[src/pkg/osq_regs.svh]
// Register map and timing macros
`ifndef OSQ_REGS_SVH
`define OSQ_REGS_SVH

// ----------------------------------------------------------------
// Register offsets
// ----------------------------------------------------------------
`define OSQ_ADDR_MODE      8'h10
`define OSQ_ADDR_RATE      8'h12
`define OSQ_ADDR_SWITCH    8'h14
`define OSQ_ADDR_AVG       8'h15
`define OSQ_ADDR_PULSE_A   8'h31
`define OSQ_ADDR_PULSE_B   8'h36
`define OSQ_ADDR_SLOTB_CTL 8'h38
`define OSQ_ADDR_CLK_TUNE  8'h4b
`define OSQ_ADDR_PIN_CFG   8'h4f

// ----------------------------------------------------------------
// Field positions
// ----------------------------------------------------------------
`define OSQ_MODE_MSB       1
`define OSQ_SEL_B_MSB      11
`define OSQ_SEL_B_LSB      8
`define OSQ_SEL_A_MSB      7
`define OSQ_SEL_A_LSB      4
`define OSQ_AVG_A_MSB      2
`define OSQ_AVG_A_LSB      0
`define OSQ_AVG_B_MSB      6
`define OSQ_AVG_B_LSB      4
`define OSQ_PULSE_MSB      15
`define OSQ_PULSE_LSB      8
`define OSQ_EXT_TRIG_BIT   14
`define OSQ_TRIM_MSB       5
`define OSQ_TRIM_LSB       0
`define OSQ_CLK_EN_BIT     7
`define OSQ_CLK_BYP_BIT    8
`define OSQ_SYNC_SEL_MSB   3
`define OSQ_SYNC_SEL_LSB   2
`define OSQ_INT_BUF_BIT    1
`define OSQ_POWER_DOWN_STATUS_PIN_BUF_BIT   5

// Sync source codes
`define OSQ_SYNC_INT       2'h1
`define OSQ_SYNC_POWER_DOWN_STATUS_PIN      2'h2

// ----------------------------------------------------------------
// Reset values
// ----------------------------------------------------------------
`define OSQ_RST_RATE       16'h0020
`define OSQ_RST_PULSE      16'h0100
`define OSQ_RST_CLK_TUNE   16'h2612

// ----------------------------------------------------------------
// Timing
// ----------------------------------------------------------------
`define OSQ_CLK_HZ         100000000
`define OSQ_SLOW_HZ        32000
`define OSQ_TSLEEP_US      222
`define OSQ_SLOW_DIV       (`OSQ_CLK_HZ / `OSQ_SLOW_HZ)
`define OSQ_TRIM_CENTER    32
`define OSQ_SLEEP_MIN_TICKS \
    ((`OSQ_TSLEEP_US * `OSQ_SLOW_HZ + 999999) / 1000000)

`endif

[src/pkg/osq_pkg.sv]
// Types for the sample sequencer
package osq_pkg;

    // ------------------------------------------------------------
    // Operating modes and sequencer states
    // ------------------------------------------------------------
    typedef enum logic [1:0] {
        OSQ_MODE_STANDBY = 2'h0,
        OSQ_MODE_PROGRAM = 2'h1,
        OSQ_MODE_NORMAL  = 2'h2
    } osq_mode_t;

    typedef enum logic [4:0] {
        OSQ_ST_IDLE  = 5'h01,
        OSQ_ST_SLEEP = 5'h02,
        OSQ_ST_DELAY = 5'h04,
        OSQ_ST_SLOTA = 5'h08,
        OSQ_ST_SLOTB = 5'h10
    } osq_state_t;

    // ------------------------------------------------------------
    // Photodiode group connection: low = inputs 1-4, high = 5-8
    // ------------------------------------------------------------
    typedef struct packed {
        logic high;
        logic low;
    } osq_diodes_t;

    // Accumulator state
    typedef struct packed {
        logic [19:0] sampleSum;
        logic [26:0] avgSum;
        logic [6:0]  avgCnt;
        logic [26:0] outData;
        logic        outValid;
    } osq_acc_t;

    // Sequencer state
    typedef struct packed {
        logic [1:0]  modeReg;
        logic [15:0] rateReg;
        logic [15:0] switchReg;
        logic [15:0] avgReg;
        logic [15:0] pulseAReg;
        logic [15:0] pulseBReg;
        logic [15:0] slotBCtlReg;
        logic [15:0] clkTuneReg;
        logic [15:0] pinCfgReg;
        logic [15:0] rdata;
        osq_state_t  state;
        logic [15:0] divCnt;
        logic        tick;
        logic [2:0]  intSync;
        logic [2:0]  pdsoSync;
        logic [15:0] periodCnt;
        logic [7:0]  sleepCnt;
        logic [1:0]  delayTicks;
        logic        syncPend;
        logic [7:0]  pulseCnt;
        logic        waitConv;
        logic        pulseReq;
        osq_diodes_t diodes;
    } osq_seq_t;

endpackage

[src/osq_sequencer.sv]
// Sampling sequencer: registers, slow clock, triggers, slot control
`timescale 1ns/1ps
`include "osq_regs.svh"

module osq_sequencer
    import osq_pkg::*;
#(
    parameter int CONV_W = 14
)(
    input  wire logic              clk,
    input  wire logic              rst,
    input  wire logic              regWrite,
    input  wire logic              regRead,
    input  wire logic [7:0]        regAddr,
    input  wire logic [15:0]       regWdata,
    output logic      [15:0]       regRdata,
    input  wire logic              intPinIn,
    input  wire logic              pdsoPinIn,
    output logic                   intBufEn,
    output logic                   pdsoBufEn,
    output osq_diodes_t            diodeConnect,
    output logic                   slotAActive,
    output logic                   slotBActive,
    output logic                   pulseReq,
    input  wire logic              adcValid,
    input  wire logic [CONV_W-1:0] adcData,
    output logic      [26:0]       dataA,
    output logic                   dataAValid,
    output logic      [26:0]       dataB,
    output logic                   dataBValid
);

    localparam int SLEEP_MIN = `OSQ_SLEEP_MIN_TICKS;

    generate
        if (SLEEP_MIN > 255) begin : g_bad_sleep
            $error("sleep count too large");
        end
    endgenerate

    osq_seq_t sReg;
    osq_seq_t sNext;
    logic     doneA;
    logic     doneB;

    // ------------------------------------------------------------
    // Helpers
    // ------------------------------------------------------------
    // Unknown codes fall back to floating so a bad value never
    // loads the front end with an unintended diode group
    function automatic osq_diodes_t decodeSel(input logic [3:0] c);
        osq_diodes_t d;
        unique case (c)
            4'h1:    d = '{high: 1'b1, low: 1'b1};
            4'h4:    d = '{high: 1'b1, low: 1'b0};
            4'h5:    d = '{high: 1'b0, low: 1'b1};
            default: d = '0;
        endcase
        return d;
    endfunction

    function automatic logic [15:0] readMux(input osq_seq_t s,
                                            input logic [7:0] a);
        logic [15:0] v;
        unique case (a)
            `OSQ_ADDR_MODE:      v = {14'h0000, s.modeReg};
            `OSQ_ADDR_RATE:      v = s.rateReg;
            `OSQ_ADDR_SWITCH:    v = s.switchReg;
            `OSQ_ADDR_AVG:       v = s.avgReg;
            `OSQ_ADDR_PULSE_A:   v = s.pulseAReg;
            `OSQ_ADDR_PULSE_B:   v = s.pulseBReg;
            `OSQ_ADDR_SLOTB_CTL: v = s.slotBCtlReg;
            `OSQ_ADDR_CLK_TUNE:  v = s.clkTuneReg;
            `OSQ_ADDR_PIN_CFG:   v = s.pinCfgReg;
            default:             v = 16'h0000;
        endcase
        return v;
    endfunction

    // ------------------------------------------------------------
    // Next-state logic
    // ------------------------------------------------------------
    always_comb begin
        logic [15:0] divLimit;
        logic        extClk;
        logic        pdsoRise;
        logic        intRise;
        logic        syncEdge;
        logic        extTrig;
        logic        sleepOk;
        logic        startNow;
        logic [7:0]  nA;
        logic [7:0]  nB;
        logic [7:0]  nCur;
        logic        lastPulse;
        divLimit  = 16'(`OSQ_SLOW_DIV - `OSQ_TRIM_CENTER - 1)
                  + {10'h000, sReg.clkTuneReg[`OSQ_TRIM_MSB:`OSQ_TRIM_LSB]};
        extClk    = 1'b0;
        // a pin reads as low unless its input buffer is on
        pdsoRise  = sReg.pdsoSync[1] & ~sReg.pdsoSync[2]
                  & sReg.pinCfgReg[`OSQ_POWER_DOWN_STATUS_PIN_BUF_BIT];
        intRise   = sReg.intSync[1] & ~sReg.intSync[2]
                  & sReg.pinCfgReg[`OSQ_INT_BUF_BIT];
        syncEdge  = 1'b0;
        extTrig   = sReg.slotBCtlReg[`OSQ_EXT_TRIG_BIT];
        sleepOk   = sReg.sleepCnt >= 8'(SLEEP_MIN);
        startNow  = 1'b0;
        nA        = sReg.pulseAReg[`OSQ_PULSE_MSB:`OSQ_PULSE_LSB];
        nB        = sReg.pulseBReg[`OSQ_PULSE_MSB:`OSQ_PULSE_LSB];
        nCur      = (sReg.state == OSQ_ST_SLOTA) ? nA : nB;
        lastPulse = (sReg.pulseCnt + 8'h01) == nCur;
        doneA     = 1'b0;
        doneB     = 1'b0;
        sNext     = sReg;
        sNext.pulseReq = 1'b0;

        // Register writes
        if (regWrite) begin
            unique case (regAddr)
                `OSQ_ADDR_MODE:      sNext.modeReg = regWdata[`OSQ_MODE_MSB:0];
                `OSQ_ADDR_RATE:      sNext.rateReg     = regWdata;
                `OSQ_ADDR_SWITCH:    sNext.switchReg   = regWdata;
                `OSQ_ADDR_AVG:       sNext.avgReg      = regWdata;
                `OSQ_ADDR_PULSE_A:   sNext.pulseAReg   = regWdata;
                `OSQ_ADDR_PULSE_B:   sNext.pulseBReg   = regWdata;
                `OSQ_ADDR_SLOTB_CTL: sNext.slotBCtlReg = regWdata;
                `OSQ_ADDR_CLK_TUNE:  sNext.clkTuneReg  = regWdata;
                `OSQ_ADDR_PIN_CFG:   sNext.pinCfgReg   = regWdata;
                default:             sNext.modeReg     = sReg.modeReg;
            endcase
        end
        if (regRead) begin
            sNext.rdata = readMux(sReg, regAddr);
        end

        // Pin synchronisers; stage 0 feeds only stage 1
        sNext.intSync  = {sReg.intSync[1:0], intPinIn};
        sNext.pdsoSync = {sReg.pdsoSync[1:0], pdsoPinIn};

        // enable plus bypass uses status pin ticks
        extClk = sReg.clkTuneReg[`OSQ_CLK_EN_BIT]
               & sReg.clkTuneReg[`OSQ_CLK_BYP_BIT];
        // internal divider makes the slow tick
        if (extClk) begin
            sNext.tick   = pdsoRise;
            sNext.divCnt = '0;
        end else if (sReg.divCnt >= divLimit) begin
            sNext.tick   = 1'b1;
            sNext.divCnt = '0;
        end else begin
            sNext.tick   = 1'b0;
            sNext.divCnt = sReg.divCnt + 16'h0001;
        end

        // rising edge on the chosen sync source
        unique case (sReg.pinCfgReg[`OSQ_SYNC_SEL_MSB:`OSQ_SYNC_SEL_LSB])
            `OSQ_SYNC_INT:  syncEdge = intRise;
            `OSQ_SYNC_POWER_DOWN_STATUS_PIN: syncEdge = pdsoRise;
            default:        syncEdge = 1'b0;
        endcase

        // Counters advance on slow ticks
        if (sReg.tick) begin
            sNext.periodCnt = sReg.periodCnt + 16'h0001;
            if (!sleepOk) begin
                sNext.sleepCnt = sReg.sleepCnt + 8'h01;
            end
        end

        // the mode field steers the sequencer
        if (osq_mode_t'(sReg.modeReg) != OSQ_MODE_NORMAL) begin
            sNext.state    = OSQ_ST_IDLE;
            sNext.syncPend = 1'b0;
            sNext.waitConv = 1'b0;
        end else begin
            unique case (sReg.state)
                OSQ_ST_IDLE: begin
                    sNext.state     = OSQ_ST_SLEEP;
                    sNext.periodCnt = '0;
                    sNext.sleepCnt  = '0;
                end
                OSQ_ST_SLEEP: begin
                    // external edges replace the period timer
                    if (extTrig) begin
                        if (syncEdge) begin
                            sNext.state      = OSQ_ST_DELAY;
                            sNext.delayTicks = '0;
                        end
                    end else if (sReg.tick && sleepOk
                                 && sNext.periodCnt >= sReg.rateReg) begin
                        startNow = 1'b1;
                    end
                end
                OSQ_ST_DELAY: begin
                    // second tick after the edge ends the wait
                    if (sReg.tick && sReg.delayTicks != 2'h2) begin
                        sNext.delayTicks = sReg.delayTicks + 2'h1;
                    end
                    if (sReg.delayTicks == 2'h2 && sleepOk) begin
                        startNow = 1'b1;
                    end
                end
                OSQ_ST_SLOTA, OSQ_ST_SLOTB: begin
                    if (!sReg.waitConv) begin
                        sNext.pulseReq = 1'b1;
                        sNext.waitConv = 1'b1;
                    end else if (adcValid) begin
                        sNext.waitConv = 1'b0;
                        sNext.pulseCnt = sReg.pulseCnt + 8'h01;
                        if (lastPulse) begin
                            sNext.pulseCnt = '0;
                            sNext.sleepCnt = '0;
                            // slot A hands over to slot B, or to sleep when slot B's pulse count is zero
                            if (sReg.state == OSQ_ST_SLOTA) begin
                                doneA = 1'b1;
                                sNext.state = (nB != 8'h00)
                                            ? OSQ_ST_SLOTB : OSQ_ST_SLEEP;
                            end else begin
                                doneB = 1'b1;
                                sNext.state = OSQ_ST_SLEEP;
                            end
                        end
                    end
                end
            endcase
        end

        // Period start: skip a slot whose pulse count is zero
        if (startNow) begin
            sNext.periodCnt = '0;
            sNext.pulseCnt  = '0;
            sNext.waitConv  = 1'b0;
            sNext.state     = (nA != 8'h00) ? OSQ_ST_SLOTA
                            : (nB != 8'h00) ? OSQ_ST_SLOTB : OSQ_ST_SLEEP;
        end

        unique case (sNext.state)
            OSQ_ST_SLOTA: sNext.diodes = decodeSel(
                sReg.switchReg[`OSQ_SEL_A_MSB:`OSQ_SEL_A_LSB]);
            OSQ_ST_SLOTB: sNext.diodes = decodeSel(
                sReg.switchReg[`OSQ_SEL_B_MSB:`OSQ_SEL_B_LSB]);
            default:      sNext.diodes = '0;
        endcase
    end

    // ------------------------------------------------------------
    // State register
    // ------------------------------------------------------------
    always_ff @(posedge clk or posedge rst) begin
        if (rst) begin
            sReg             <= '0;
            sReg.state       <= OSQ_ST_IDLE;
            sReg.rateReg     <= `OSQ_RST_RATE;
            sReg.pulseAReg   <= `OSQ_RST_PULSE;
            sReg.pulseBReg   <= `OSQ_RST_PULSE;
            sReg.clkTuneReg  <= `OSQ_RST_CLK_TUNE;
        end else begin
            sReg <= sNext;
        end
    end

    // ------------------------------------------------------------
    // Per-slot accumulators
    // ------------------------------------------------------------
    osq_accum #(.CONV_W(CONV_W)) uAccA (
        .clk        (clk),
        .rst        (rst),
        .flush      (sReg.state == OSQ_ST_IDLE),
        .convValid  (adcValid & sReg.waitConv
                     & (sReg.state == OSQ_ST_SLOTA)),
        .convData   (adcData),
        .sampleDone (doneA),
        .avgLog2    (sReg.avgReg[`OSQ_AVG_A_MSB:`OSQ_AVG_A_LSB]),
        .outData    (dataA),
        .outValid   (dataAValid)
    );

    osq_accum #(.CONV_W(CONV_W)) uAccB (
        .clk        (clk),
        .rst        (rst),
        .flush      (sReg.state == OSQ_ST_IDLE),
        .convValid  (adcValid & sReg.waitConv
                     & (sReg.state == OSQ_ST_SLOTB)),
        .convData   (adcData),
        .sampleDone (doneB),
        .avgLog2    (sReg.avgReg[`OSQ_AVG_B_MSB:`OSQ_AVG_B_LSB]),
        .outData    (dataB),
        .outValid   (dataBValid)
    );

    // Outputs straight from state flops
    assign regRdata     = sReg.rdata;
    assign intBufEn     = sReg.pinCfgReg[`OSQ_INT_BUF_BIT];
    assign pdsoBufEn    = sReg.pinCfgReg[`OSQ_POWER_DOWN_STATUS_PIN_BUF_BIT];
    assign diodeConnect = sReg.diodes;
    assign slotAActive  = sReg.state == OSQ_ST_SLOTA;
    assign slotBActive  = sReg.state == OSQ_ST_SLOTB;
    assign pulseReq     = sReg.pulseReq;

endmodule

[src/osq_accum.sv]
// Per-slot pulse accumulator and inter-sample averager
`timescale 1ns/1ps
`include "osq_regs.svh"

module osq_accum
    import osq_pkg::*;
#(
    parameter int CONV_W = 14
)(
    input  wire logic              clk,
    input  wire logic              rst,
    input  wire logic              flush,
    input  wire logic              convValid,
    input  wire logic [CONV_W-1:0] convData,
    input  wire logic              sampleDone,
    input  wire logic [2:0]        avgLog2,
    output logic      [26:0]       outData,
    output logic                   outValid
);

    generate
        if (CONV_W < 1 || CONV_W > 20) begin : g_bad_width
            $error("CONV_W out of range");
        end
    endgenerate

    osq_acc_t accReg;
    osq_acc_t accNext;

    // ------------------------------------------------------------
    // Accumulation
    // ------------------------------------------------------------
    always_comb begin
        logic [20:0] wide;
        logic [19:0] clipped;
        logic [19:0] sampleNow;
        logic [26:0] total;
        logic [6:0]  lastCnt;
        wide    = {1'b0, accReg.sampleSum} + 21'(convData);
        clipped = wide[20] ? 20'hfffff : wide[19:0];
        // Last conversion of a slot arrives together with done
        sampleNow = convValid ? clipped : accReg.sampleSum;
        total   = accReg.avgSum + 27'(sampleNow);
        lastCnt = 7'((8'h01 << avgLog2) - 8'h01);
        accNext = accReg;
        accNext.outValid = 1'b0;
        if (flush) begin
            accNext.sampleSum = '0;
            accNext.avgSum    = '0;
            accNext.avgCnt    = '0;
        end else if (sampleDone) begin
            // every Nth sample the N-sample sum is published
            if (accReg.avgCnt == lastCnt) begin
                accNext.outData  = total;
                accNext.outValid = 1'b1;
                accNext.avgSum   = '0;
                accNext.avgCnt   = '0;
            end else begin
                accNext.avgSum = total;
                accNext.avgCnt = accReg.avgCnt + 7'h01;
            end
            accNext.sampleSum = '0;
        end else if (convValid) begin
            // each conversion adds into the running sum
            // sum clips at the 20-bit ceiling
            accNext.sampleSum = clipped;
        end
    end

    // State register
    always_ff @(posedge clk or posedge rst) begin
        if (rst) begin
            accReg <= '0;
        end else begin
            accReg <= accNext;
        end
    end

    assign outData  = accReg.outData;
    assign outValid = accReg.outValid;

endmodule

[config.mk]
export PLATFORM = sky130hd
export DESIGN_NAME = osq_sequencer
export DESIGN_NICKNAME = d
export VERILOG_FILES = /design/src/pkg/osq_pkg.sv /design/src/osq_sequencer.sv /design/src/osq_accum.sv
export VERILOG_INCLUDE_DIRS = /design/src /design/src/pkg
export SDC_FILE = /design/constraint.sdc
export NUM_CORES = 1
export LEC_CHECK = 0
export BUFFER_PORTS_ARGS = -buffer_cell sky130_fd_sc_hd__buf_2
export CAP_MARGIN = 40
export CORE_AREA = 2 2 222 224
export DETAILED_ROUTE_END_ITERATION = 16
export DIE_AREA = 0 0 224 226
export SLEW_MARGIN = 10
export SYNTH_ARGS = -nofsm -noshare
export SYNTH_HDL_FRONTEND = slang
export SYNTH_HIERARCHICAL = 1
export SYNTH_SLANG_ARGS = --single-unit
[constraint.sdc]
create_clock -name clk -period 8.1 [get_ports clk]
set_input_delay 0.81 -clock clk [delete_from_list [all_inputs] [get_ports clk]]
set_output_delay 0.81 -clock clk [all_outputs]
set_load 0.02 [all_outputs]
==> results.rst, run 1 <==
.. list-table::
   :header-rows: 1

   * - Metric
     - Value
   * - Result of the run
     - completed
   * - Worst-case vdd ir drop
     - between 0.1 and 0.15 mV
   * - Share of layout cells above drive strength 1
     - a little under a fifth
   * - Pwr/cell area
     - approximately 180 nW/um^2
   * - Critical Path RT
     - around 8.6 ns
   * - YS warnings
     - 6
   * - Placed wire-length estimate after detailed placement
     - approximately 40000 um
   * - Leakage
     - roughly 11 nW
   * - Slowest Stage Delay on Critical Path
     - roughly 0.63 ns
   * - Postcts setup bufs
     - 0
   * - Cells resized by post-CTS repair
     - 0
   * - Most used flip-flop cell after synthesis
     - sky130_fd_sc_hd__dfrtp_1
   * - Fmax
     - 196 MHz
   * - Die height
     - about 230 um
   * - Delay-heaviest family, CP
     - simple AND/OR/NAND/NOR gates
   * - Wire length of the first global-routing pass
     - approximately 90000 um
   * - Cell repeated most along the worst path
     - sky130_fd_sc_hd__nand3_1
   * - Nets
     - between 2000 and 2500
   * - MaxCap Viol Count
     - 0
   * - CP startpoint kind
     - register
   * - Clock root buffer
     - sky130_fd_sc_hd__clkbuf_16
   * - Total setup violations reported at the end of the flow
     - 0
   * - Largest area contributor in the synthesized netlist
     - sky130_fd_sc_hd__dfrtp_1
   * - Hold violation count in the final report
     - 0
   * - Worst slew margin relative to its limit
     - 42.2%
   * - Starting Density
     - a little under half
   * - Number of synthesized register bits
     - between 300 and 400
   * - Fin worst setup slack
     - roughly 3 ns
   * - Final worst path period share
     - 63.1%
   * - Number of unique standard cell types used by synthesis
     - 100
   * - Via count
     - 16800
   * - Pre-CTS setup slack
     - approximately 2.6 ns
   * - Post-layout minimum cycle time
     - around 5.1 ns
   * - Crit path arrival time
     - between 5 and 6 ns
   * - Crit path cell chain
     - nand4_1, or3_1, nor2_1, xor2_1, ha_1, nand3_1, nand2_1, a221oi_2, nand2b_1, nand3_1, nor3b_1, nor2b_1, nand3_2, nor4_1, mux2_2
   * - Post-Synthesis Cell Area
     - 22000 um^2
   * - Finished Core Util
     - roughly 50%
   * - Post-detailed-routing wire length
     - between 50000 and 60000 um
   * - Number of port buffers
     - 123
   * - Final Skew
     - approximately 0.02 ns
   * - Std-Cell Rows
     - ~80
   * - Post-synth top area share
     - 41.8%
   * - Clock tree from TritonCTS
     - built
   * - Vias in the first global route
     - 16600
   * - Number of H-tree branching levels
     - 2
   * - Count of boundary I/O pins
     - 124
   * - Worst setup EP type
     - register
   * - Antenna violations before repair
     - 0
   * - Maximum fanout along the worst path
     - 37
   * - Setup repair after global routing missed its margin
     - false
   * - Synthesis-to-layout area growth
     - 10.2%
   * - Pin count of the biggest net entering global routing
     - 109
   * - Average instance area after synthesis
     - around 9.9 um^2
   * - Drt wl/cell
     - 19.2 um
   * - Fraction of the yosys area taken by sequential cells
     - between 40 and 50%
   * - Number of search-and-repair iterations in the first detailed-routing pass
     - 5
   * - Width of the die
     - 224 um
   * - Overflow left after global routing
     - 0
   * - Insertion delay to the later sink of the worst-skew pair
     - 0.57 ns
   * - Setup TNS
     - 0 ns
   * - Overall routing resource usage
     - 22.2%
   * - Drt first-iter violations
     - between 1000 and 1500
   * - Number of antenna repair diodes
     - 0
   * - Ranking of synthesized cells by instance count
     - 367 x sky130_fd_sc_hd__dfrtp_1, 204 x sky130_fd_sc_hd__nand2_1, 169 x sky130_fd_sc_hd__o21ai_0, 139 x sky130_fd_sc_hd__mux2_2, 119 x sky130_fd_sc_hd__a21oi_1
   * - Crit path buffers/inverters
     - 0
   * - Number of vias per cell
     - around 5.8
   * - Std-Cell Core Area
     - between 40000 and 50000 um^2
   * - Sinks on Clock Net
     - 376
   * - Post-CTS clock slew at the launch and capture registers of the worst setup and hold paths
     - about 0.06 ns
   * - Worst slew pin tran
     - ~0.86 ns
   * - Highest-delay cell along the critical path
     - sky130_fd_sc_hd__nand3_2
   * - Most used standard cell by instance count after synthesis
     - sky130_fd_sc_hd__dfrtp_1
   * - Post-synth EDFFs
     - 0
   * - Post-route DRC violation count
     - 0
   * - Hold-fix buffer count after cts
     - 0
   * - Hold Path Class
     - in2async
   * - Bufs on Longest Clock Path
     - 3
   * - ANT nets after route
     - 0
   * - Share of synthesized registers carrying an async set or reset
     - 100%
   * - Category of the critical setup timing path
     - reg2reg
   * - Synth Instances
     - about 2200
   * - Number of slew-limit violations in the final report
     - 0
   * - Die area
     - ~50000 um^2
   * - Largest cells by area after synthesis
     - sky130_fd_sc_hd__dfrtp_1 42%, sky130_fd_sc_hd__mux2_2 7.1%, sky130_fd_sc_hd__ha_1 6.0%
   * - Total clock buffers created by CTS
     - 43
   * - Final GP Congestion
     - between 0.8 and 0.9
-- registers in the layout, summed over array words and instances (netlist names), 2 cells and up --
name and cells:
diodeConnect 2, regRdata 16, sNext 4, sReg 187, uAccA/accReg 54, uAccA/outData 27
uAccB/accReg 54, uAccB/outData 27
-- stage by stage --
| step | cell area, um^2 | power [W] | std cells | hold WS, ns |
|---|---|---|---|---|
| final | 24200 | 0.00434 | 2923 | 0.243 |
| after global routing | 24200 | 0.00454 | 2923 | 0.246 |
| after CTS | 24200 | 0.00441 | 2923 | 0.225 |
| after detailed placement | 22800 | 0.00243 | 2847 | 0.335 |
| after global placement | 22700 | 0.00241 | 2837 | 0.336 |
| after floorplan | 22000 | 0.00230 | 2224 | 0.331 |
-- path summary, 6_finish.rpt --
| path | startpoint | endpoint | slack (ns) | cells past startpoint |
|---|---|---|---|---|
| max in group asynchronous | rst | sReg[191] | 6.20 | 4 |
| hold / removal | rst | sReg[18] | 0.24 | 2 |
| setup reg to reg | sReg[45] | uAccA/accReg[59] | 2.99 | 15 |
| hold reg to reg | sNext[43] | sNext[44] | 0.35 | 0 |
| setup / recovery | sReg[45] | uAccA/accReg[59] | 2.99 | 15 |
| min in group clk | pdsoPinIn | sNext[40] | 0.35 | 1 |
-- placed cells by master (no fill, tap or decap), types with 33 or more instances in the layout --
master / synthesis / final
sky130_fd_sc_hd__dfrtp_1: 367 / 367
sky130_fd_sc_hd__nand2_1: 204 / 204
sky130_fd_sc_hd__o21ai_0: 169 / 169
sky130_fd_sc_hd__mux2_2: 139 / 139
sky130_fd_sc_hd__buf_2: 13 / 123
sky130_fd_sc_hd__a21oi_1: 119 / 119
sky130_fd_sc_hd__nor2_1: 116 / 113
sky130_fd_sc_hd__ha_1: 106 / 106
sky130_fd_sc_hd__inv_1: 79 / 76
sky130_fd_sc_hd__xnor2_1: 58 / 58
sky130_fd_sc_hd__nand3_1: 50 / 50
sky130_fd_sc_hd__and3_1: 47 / 47
sky130_fd_sc_hd__xor2_1: 45 / 45
sky130_fd_sc_hd__clkbuf_16: 0 / 43
sky130_fd_sc_hd__and2_1: 35 / 35
sky130_fd_sc_hd__a21o_1: 33 / 33
-- final cells by class --
| type | instances | area (um^2) |
|---|---|---|
| Clock inverter | 13 | 156 |
| Tap cell | 622 | 778 |
| Sequential cell | 376 | 9420 |
| Timing Repair Buffer | 150 | 901 |
| Multi-Input combinational cell | 1620 | 11400 |
| Fill cell | 4442 | 24100 |
| Clock buffer | 63 | 1240 |
| Inverter | 79 | 307 |
-- cell families after synthesis --
family / after synthesis / share of synthesized area [%]
adder cells (fa/ha/maj): 110 / 6.40
XOR/XNOR: 103 / 4.10
AO/OA/AOI/OAI: 608 / 18.4
other: 1 / 0.0171
buffers and inverters: 228 / 5.33
flip-flops: 376 / 42.8
AND/OR/NAND/NOR: 639 / 15.0
multiplexers: 156 / 7.92
-- where the power goes --
group | internal (W) | switching [W]
sequential | 0.00194 | 0.0000573
combinational | 0.000158 | 0.000235
clock | 0.00116 | 0.000793
-- layer usage --
metal / share of wire (%) / vias up / global-route usage (%)
li1: - / 8141 / -
met1: 46 / 8300 / 29.7
met2: 47 / 285 / 37.0
met3: 3.3 / 106 / 3.36
met4: 3.1 / 0 / 7.42
met5: 0 / - / 0
Note: power is estimated with default switching activity, not from simulation.
==> inputs of run 2 (changes only) <==
Settings changed: ABC_AREA from default to 1, CORE_AREA 2 2 222 224 to 2 2 228 230, DIE_AREA 0 0 224 226 to 0 0 230 232.
Clock period 8.1 ns to 4.3 ns, I/O delays scaled along.
==> run 2 against run 1 <==
  * Critical path depth up 10
  * Register-to-register slack got worse by 2.6 ns
  * Global-route usage up 2.3 points
  * Via count is 20% higher
  * Maximum frequency rose by 31%
  * Core utilization rose by 0.16 points
  * Clock power up 92%
  * First-iteration DRC count rose by 22%
  * Sequential power grew 88%
  * Design area is 5.6% higher
  * Setup slack worse by 2.6 ns
  * Count of clock-buffer cells in the layout is 2 higher
  * Largest cell class unchanged
==> results.rst, run 2 <==
.. list-table::
   :header-rows: 1

   * - Metric
     - Value
   * - Result of the run
     - completed
   * - Post-CTS clock slew at the launch and capture registers of the worst setup and hold paths
     - 0.06 ns (about the same)
   * - Worst setup EP type
     - register
   * - Cell repeated most along the worst path
     - sky130_fd_sc_hd__nand2_1
   * - Top library cells by usage in the layout, fill and taps aside
     - 996 x sky130_fd_sc_hd__nand2_1, 388 x sky130_fd_sc_hd__inv_1, 367 x sky130_fd_sc_hd__dfrtp_1
   * - Post-synth top area share
     - 39.7% (-2.1 points)
   * - Width of the die
     - 230 um (+2.7%)
   * - Most used standard cell by instance count after synthesis
     - sky130_fd_sc_hd__nand2_1
   * - Fmax
     - 255 MHz (+31%)
   * - Number of vias per cell
     - 5.16 (-10%)
   * - Number of port buffers
     - 123 (unchanged)
   * - YS warnings
     - 6 (unchanged)
   * - Terminus of the critical flop-to-flop path
     - diodeConnect[1]
   * - Largest cells by area after synthesis
     - sky130_fd_sc_hd__dfrtp_1 40%, sky130_fd_sc_hd__nand2_1 16%, sky130_fd_sc_hd__inv_1 6.4%
   * - Register with the most flip-flops
     - sReg
   * - Worst-case vdd ir drop
     - 0.326 mV (+130%)
   * - Pin count of the biggest net entering global routing
     - 153 (+40%)
   * - Post-layout minimum cycle time
     - 3.91 ns (-1.19 ns)
   * - Number of search-and-repair iterations in the first detailed-routing pass
     - 8 (+3)
   * - Die area
     - 53400 um^2 (+5.4%)
   * - Post-Synthesis Cell Area
     - 23200 um^2 (+5.3%)
   * - Sinks on Clock Net
     - 376 (unchanged)
   * - Number of antenna repair diodes
     - 0 (unchanged)
   * - Bufs on Longest Clock Path
     - 3 (unchanged)
   * - Capturing element of the worst setup path
     - diodeConnect[1]
   * - Maximum fanout along the worst path
     - 6 (-84%)
   * - Synthesis-to-layout area growth
     - 10.5%
   * - Share of synthesized registers carrying an async set or reset
     - 100% (unchanged)
   * - Std-Cell Rows
     - 83 (+2.5%)
   * - Hold violation count in the final report
     - 0 (unchanged)
   * - Combined area of the multi-input logic cells
     - 11400 um^2 (-0.31%)
   * - Share of layout cells above drive strength 1
     - 10.8% (-7.4 points)
   * - Clock tree from TritonCTS
     - built
   * - Critical Path RT
     - 4.81 ns (-3.79 ns)
   * - ANT nets after route
     - 0 (unchanged)
   * - CP startpoint kind
     - register
   * - Register area
     - 9420 um^2 (unchanged)
   * - Overall routing resource usage
     - 24.5% (+2.3 points)
   * - Clock root buffer
     - sky130_fd_sc_hd__clkbuf_16
   * - Worst slew margin relative to its limit
     - 41.7% (-0.51 points)
   * - Path length in cells of the critical path
     - 25 (+10)
   * - Highest-delay cell along the critical path
     - sky130_fd_sc_hd__dfrtp_1
   * - Die height
     - 232 um (+2.7%)
   * - Wire length of the first global-routing pass
     - 105000 um (+16%)
   * - Nets
     - 3343 (+38%)
   * - Fraction of the yosys area taken by sequential cells
     - 40.7% (-2.2 points)
   * - Insertion delay to the later sink of the worst-skew pair
     - 0.59 ns (+0.02 ns)
   * - Final GP Congestion
     - 0.936 (+7.5%)
   * - Critical path origin
     - sReg[23]
   * - Crit path buffers/inverters
     - 3 (+3)
   * - Leakage
     - 13.7 nW (+21%)
   * - Hold Path Class
     - in2reg
   * - Number of synthesized register bits
     - 376 (unchanged)
   * - Largest area contributor in the synthesized netlist
     - sky130_fd_sc_hd__dfrtp_1
   * - Number of H-tree branching levels
     - 2 (unchanged)
   * - Post-synth EDFFs
     - 0 (unchanged)
   * - Std-Cell Core Area
     - 50900 um^2 (+5.3%)
   * - Category of the critical setup timing path
     - reg2reg
   * - Total setup violations reported at the end of the flow
     - 0 (unchanged)
   * - Number of unique standard cell types used by synthesis
     - 59 (-41%)
   * - Average instance area after synthesis
     - 7.42 um^2 (-25%)
   * - MaxCap Viol Count
     - 0 (unchanged)
   * - Placed wire-length estimate after detailed placement
     - 48700 um (+19%)
   * - Synth Instances
     - 3120 (+40%)
   * - Final worst path period share
     - 91.0% (+28 points)
   * - Vias in the first global route
     - 19800 (+19%)
   * - Crit path arrival time
     - 4.43 ns (-1.18 ns)
   * - Post-route DRC violation count
     - 0 (unchanged)
   * - Commonest non-fill, non-tap cell in the layout
     - sky130_fd_sc_hd__nand2_1
   * - Overflow left after global routing
     - 0 (unchanged)
   * - Drt first-iter violations
     - 1475 (+22%)
   * - Flip-flop count of the largest register after layout
     - 187 (unchanged)
   * - Drt wl/cell
     - 16.6 um (-13%)
   * - Pwr/cell area
     - 323 nW/um^2 (+80%)
   * - Starting Density
     - 45.5% (about the same)
   * - Via count
     - 20100 (+20%)
   * - Ranking of synthesized cells by instance count
     - 999 x sky130_fd_sc_hd__nand2_1, 392 x sky130_fd_sc_hd__inv_1, 367 x sky130_fd_sc_hd__dfrtp_1, 231 x sky130_fd_sc_hd__o21ai_0, 230 x sky130_fd_sc_hd__nor2_1
   * - Worst slew pin tran
     - 0.874 ns (+0.0155 ns)
   * - Pre-CTS setup slack
     - 0.0693 ns (-2.54 ns)
   * - Total clock buffers created by CTS
     - 45 (+4.7%)
   * - Largest registers ranked by flip-flop count
     - sReg x187, uAccA/accReg x54, uAccB/accReg x54
   * - Number of slew-limit violations in the final report
     - 0 (unchanged)
   * - Fin worst setup slack
     - 0.385 ns (-2.61 ns)
   * - Minimum setup slack among reg-to-reg paths
     - 0.39 ns (-2.61 ns)
   * - Post-detailed-routing wire length
     - 64700 um (+16%)
   * - Antenna violations before repair
     - 0 (unchanged)
   * - Most used flip-flop cell after synthesis
     - sky130_fd_sc_hd__dfrtp_1
   * - Fillers
     - 5158 (+16%)
   * - Final Skew
     - 0.0251 ns (+0.00502 ns)
   * - Delay-heaviest family, CP
     - simple AND/OR/NAND/NOR gates
   * - Setup TNS
     - 0 ns (unchanged)
   * - Slowest Stage Delay on Critical Path
     - 0.39 ns (-0.24 ns)
   * - Launching point of the worst reg2reg path
     - sReg[23]
   * - Count of boundary I/O pins
     - 124 (unchanged)
   * - Reg2reg path depth
     - 25 (+10)
==> run 2: changes by cell type in the layout (fill, tap and decap cells not counted), sizes merged, moves of 47 or more <==
cell / delta
mux2: -127
nand2: +803
o21ai: +66
nor2: +121
nand3: +108
inv: +317
and3: -47
==> run 2: what timing repair did <==
item | 4_1_cts | 5_1_grt
hold endpoints to repair | 25 | 0
resized for setup | 0 | 19
hold buffers | 3 | 0
buffers inserted | 0 | 3
setup endpoints to repair | 0 | 40
==> run 2: report_power, final <==
part,switching [W],internal (W),total [W]
logic,0.000500,0.000255,0.000755
registers,0.000101,0.00367,0.00377
clock network,0.00157,0.00217,0.00374
total,0.00217,0.00610,0.00827
==> run 2: cell type report <==
| type | instances | area share [%] |
|---|---|---|
| clock buffer | 65 | 5.09 |
| clock inverter | 16 | 0.577 |
| inverter | 399 | 5.89 |
| multi-input combinational | 2206 | 44.5 |
| sequential | 376 | 36.8 |
| tap | 680 | 3.33 |
| timing repair buffer | 160 | 3.78 |
==> run 2: cell families (layout without fill, tap and decap cells) <==
| logic type | after synthesis | count (layout) | share of synthesized area (%) |
|---|---|---|---|
| compound gates | 421 | 421 | 10.3 |
| xor+xnor | 90 | 90 | 3.40 |
| flops | 376 | 376 | 40.7 |
| other cells | 1 | 4 | 0.0162 |
| buf+inv | 541 | 640 | 10.4 |
| simple gates | 1566 | 1566 | 28.3 |
| fa+ha+maj | 110 | 110 | 6.07 |
| mux | 15 | 15 | 0.719 |
==> run 2: layer usage <==
metal | share of wire [%] | GRT usage [%]
met3 | 5.0 | 3.32
met5 | 0 | 0
met2 | 47 | 40.4
met4 | 3.1 | 8.13
met1 | 45 | 33.2
==> run 2: worst reg2reg max path, cell delays in order, from the launching register on <==
cell and delay, ns:
sky130_fd_sc_hd__dfrtp_1 0.39, sky130_fd_sc_hd__ha_1 0.16, sky130_fd_sc_hd__nand2_1 0.10, sky130_fd_sc_hd__nor3b_4 0.26, sky130_fd_sc_hd__inv_1 0.10, sky130_fd_sc_hd__nor2_4 0.12
sky130_fd_sc_hd__nand4_1 0.14, sky130_fd_sc_hd__nor3_2 0.25, sky130_fd_sc_hd__nand4_1 0.13, sky130_fd_sc_hd__xor2_1 0.21, sky130_fd_sc_hd__inv_1 0.08, sky130_fd_sc_hd__ha_1 0.28
sky130_fd_sc_hd__nand2_1 0.11, sky130_fd_sc_hd__nor4_4 0.30, sky130_fd_sc_hd__nand3_1 0.10, sky130_fd_sc_hd__nand3_1 0.15, sky130_fd_sc_hd__nand2_1 0.08, sky130_fd_sc_hd__nand2_2 0.13
sky130_fd_sc_hd__nand2_4 0.10, sky130_fd_sc_hd__inv_4 0.11, sky130_fd_sc_hd__nand2_1 0.07, sky130_fd_sc_hd__nand2_1 0.08, sky130_fd_sc_hd__nand2_1 0.07, sky130_fd_sc_hd__nor2_2 0.11
sky130_fd_sc_hd__nand3_1 0.11, sky130_fd_sc_hd__nand2_1 0.10
==> run 2: through the flow <==
stage	total power [W]	hold slack (ns)	instances	utilization [%]	cell area, um^2
floorplan	0.00434	0.331	3123	-	23200
global placement	0.00454	0.342	3809	47.0	23900
detailed placement	0.00457	0.346	3815	47.2	24000
CTS	0.00835	0.227	3899	50.1	25500
global route	0.00863	0.259	3902	50.3	25600
finish	0.00827	0.246	3902	50.3	25600
==> run 2: worst min path at each step <==
stage	from	end	slack, ns	depth (start not counted)
floorplan	sNext[40]	sNext[41]	0.33	0
global placement	sNext[43]	sNext[44]	0.34	0
detailed placement	sNext[40]	sNext[41]	0.35	0
CTS	regWdata[15]	sReg[210]	0.23	3
global route	regWdata[15]	sReg[178]	0.26	3
finish	regWdata[5]	sReg[136]	0.25	3
==> inputs of run 3 (changes only) <==
Settings changed: RECOVER_POWER from default to 25.
==> run 3 against run 2 <==
  * The run now ends with max-capacitance violations, max-slew violations left
  * Power is essentially flat
  * Via count grew 0.15%
  * Setup slack gained 0.0063 ns
  * Count of clock-buffer cells in the layout is the same
  * Cell count is the same
  * Core utilization is essentially flat
  * Die area is the same
  * Global-route usage is the same
  * Sequential share of layout area is essentially flat
  * Non-clock buffer count is the same
  * Flip-flop and latch count is the same
  * Combinational power is essentially flat
  * Critical endpoint unchanged
  * Largest cell class unchanged
==> results.rst, run 3 (synthesis gave the netlist of run 2 again) <==
.. list-table::
   :header-rows: 1

   * - Metric
     - Value
   * - Violations in the final reports
     - max-capacitance violations, max-slew violations
   * - Std-Cell Core Area
     - 50900 um^2 (unchanged)
   * - Worst slew margin relative to its limit
     - -41.9% (-84 points)
   * - Total clock buffers created by CTS
     - 45 (unchanged)
   * - Fmax
     - 256 MHz (+0.16%)
   * - Std-Cell Rows
     - 83 (unchanged)
   * - Combined area of the multi-input logic cells
     - 11400 um^2 (unchanged)
   * - Category of the critical setup timing path
     - reg2reg
   * - Fillers
     - 5159 (+0.019%)
   * - Wire length of the first global-routing pass
     - 105000 um (unchanged)
   * - Post-route DRC violation count
     - 0 (unchanged)
   * - Maximum fanout along the worst path
     - 6 (unchanged)
   * - Register with the most flip-flops
     - sReg
   * - Number of vias per cell
     - 5.17 (+0.15%)
   * - Number of search-and-repair iterations in the first detailed-routing pass
     - 5 (-3)
   * - MaxCap Viol Count
     - 4 (+4)
   * - Overflow left after global routing
     - 0 (unchanged)
   * - Vias in the first global route
     - 19800 (unchanged)
   * - Critical Path RT
     - 4.82 ns (about the same)
   * - Post-layout minimum cycle time
     - 3.91 ns (-0.00627 ns)
   * - Final Instance Area
     - 25600 um^2 (about the same)
   * - Count of boundary I/O pins
     - 124 (unchanged)
   * - Die area
     - 53400 um^2 (unchanged)
   * - Commonest non-fill, non-tap cell in the layout
     - sky130_fd_sc_hd__nand2_1
   * - Finished Core Util
     - 50.2% (about the same)
   * - Drt wl/cell
     - 16.6 um (about the same)
   * - Final Skew
     - 0.0225 ns (-0.00255 ns)
   * - Post-CTS clock slew at the launch and capture registers of the worst setup and hold paths
     - 0.06 ns (about the same)
   * - Pin count of the biggest net entering global routing
     - 153 (unchanged)
   * - Flip-flop count of the largest register after layout
     - 187 (unchanged)
   * - Drt first-iter violations
     - 1558 (+5.6%)
   * - CP startpoint kind
     - register
   * - Insertion delay to the later sink of the worst-skew pair
     - 0.59 ns (about the same)
   * - Nets
     - 3343 (unchanged)
   * - Width of the die
     - 230 um (unchanged)
   * - Clock root buffer
     - sky130_fd_sc_hd__clkbuf_16
   * - Top library cells by usage in the layout, fill and taps aside
     - 996 x sky130_fd_sc_hd__nand2_1, 388 x sky130_fd_sc_hd__inv_1, 367 x sky130_fd_sc_hd__dfrtp_1
   * - Cell repeated most along the worst path
     - sky130_fd_sc_hd__nand2_1
   * - Result of the run
     - finished, violations left
   * - Number of port buffers
     - 123 (unchanged)
   * - Number of slew-limit violations in the final report
     - 237 (+237)
   * - Worst slew pin tran
     - 2.13 ns (+1.26 ns)
   * - Final worst path period share
     - 90.9% (-0.15 points)
   * - Crit path arrival time
     - 4.42 ns (about the same)
   * - Worst-case vdd ir drop
     - 0.322 mV (-1.2%)
   * - Clock tree from TritonCTS
     - built
   * - ANT nets after route
     - 0 (unchanged)
   * - Worst setup EP type
     - register
   * - Share of layout cells above drive strength 1
     - 10.7% (-0.062 points)
   * - Bufs on Longest Clock Path
     - 3 (unchanged)
   * - Total setup violations reported at the end of the flow
     - 0 (unchanged)
   * - Starting Density
     - 45.5% (unchanged)
   * - Placed wire-length estimate after detailed placement
     - 48700 um (unchanged)
   * - Sinks on Clock Net
     - 376 (unchanged)
   * - Hold Path Class
     - in2reg
   * - Synthesis-to-layout area growth
     - 10.4% (about the same)
   * - Register area
     - 9420 um^2 (unchanged)
   * - Pwr/cell area
     - 323 nW/um^2 (about the same)
   * - Overall routing resource usage
     - 24.5% (unchanged)
   * - Via count
     - 20200 (+0.15%)
   * - Hold violation count in the final report
     - 0 (unchanged)
   * - Post-detailed-routing wire length
     - 64700 um (about the same)
   * - Number of antenna repair diodes
     - 0 (unchanged)
   * - Number of H-tree branching levels
     - 2 (unchanged)
   * - Highest-delay cell along the critical path
     - sky130_fd_sc_hd__dfrtp_1
   * - Slowest Stage Delay on Critical Path
     - 0.39 ns (about the same)
   * - Leakage
     - 13.7 nW (-0.14%)
   * - Final GP Congestion
     - 0.936 (unchanged)
   * - Antenna violations before repair
     - 0 (unchanged)
   * - Die height
     - 232 um (unchanged)
   * - Cell area after placement
     - 24000 um^2 (unchanged)
   * - Largest registers ranked by flip-flop count
     - sReg x187, uAccA/accReg x54, uAccB/accReg x54
run 3: final timing paths:
path / start / endpoint / slack [ns] / cells after the start
max: sReg[23] / diodeConnect[1] / 0.39 / 25
min: regWdata[5] / sReg[184] / 0.24 / 3
max reg2reg: sReg[23] / diodeConnect[1] / 0.39 / 25
min reg2reg: sNext[43] / sNext[44] / 0.35 / 0
max in group asynchronous: rst / sReg[152] / 1.63 / 4
min in group asynchronous: rst / uAccA/accReg[67] / 0.96 / 3
run 3: timing repair:
action / 4_1_cts / 5_1_grt
gates resized for setup: 0 / 19
hold buffers: 3 / 0
buffers inserted: 0 / 3
setup endpoints to repair: 0 / 40
hold endpoints to repair: 25 / 0
run 3: cell type report:
cell class                 instances  area share, %
clock buffer                      65           5.09
timing repair buffer             160           3.71
multi-input combinational       2206           44.6
sequential                       376           36.8
inverter                         399           5.88
tap                              680           3.33
clock inverter                    16          0.578
run 3: layer usage:
metal	track usage, %	routed length (um)	vias up
met5	0	0	-
met4	8.13	2030	0
met3	3.32	3150	107
met2	40.4	30100	491
met1	33.2	29400	9500
li1	-	-	10100
run 3: through the flow:
step	setup TNS [ns]	std cells	setup slack, ns	power, W	hold WS, ns
global route	-0.00490	3902	-0.00265	0.00863	0.259
floorplan	0	3123	0.910	0.00434	0.331
global placement	0	3809	0.109	0.00454	0.342
detailed placement	0	3815	0.0693	0.00457	0.346
CTS	0	3899	0.0169	0.00835	0.227
finish	0	3902	0.392	0.00827	0.239
run 3: worst max-delay path: cells and delay by family, from the launching register on:
family | cells | cell delay (ns)
buffers and inverters | 3 | 0.29
DFF | 1 | 0.39
xor gates and xnor gates | 1 | 0.21
and+or+nand+nor | 19 | 2.50
adders and majority gates | 2 | 0.44
run 3: where the power goes:
group | internal [W] | switching [W]
clock | 0.00217 | 0.00157
sequential | 0.00367 | 0.0000999
combinational | 0.000253 | 0.000499
total | 0.00610 | 0.00217
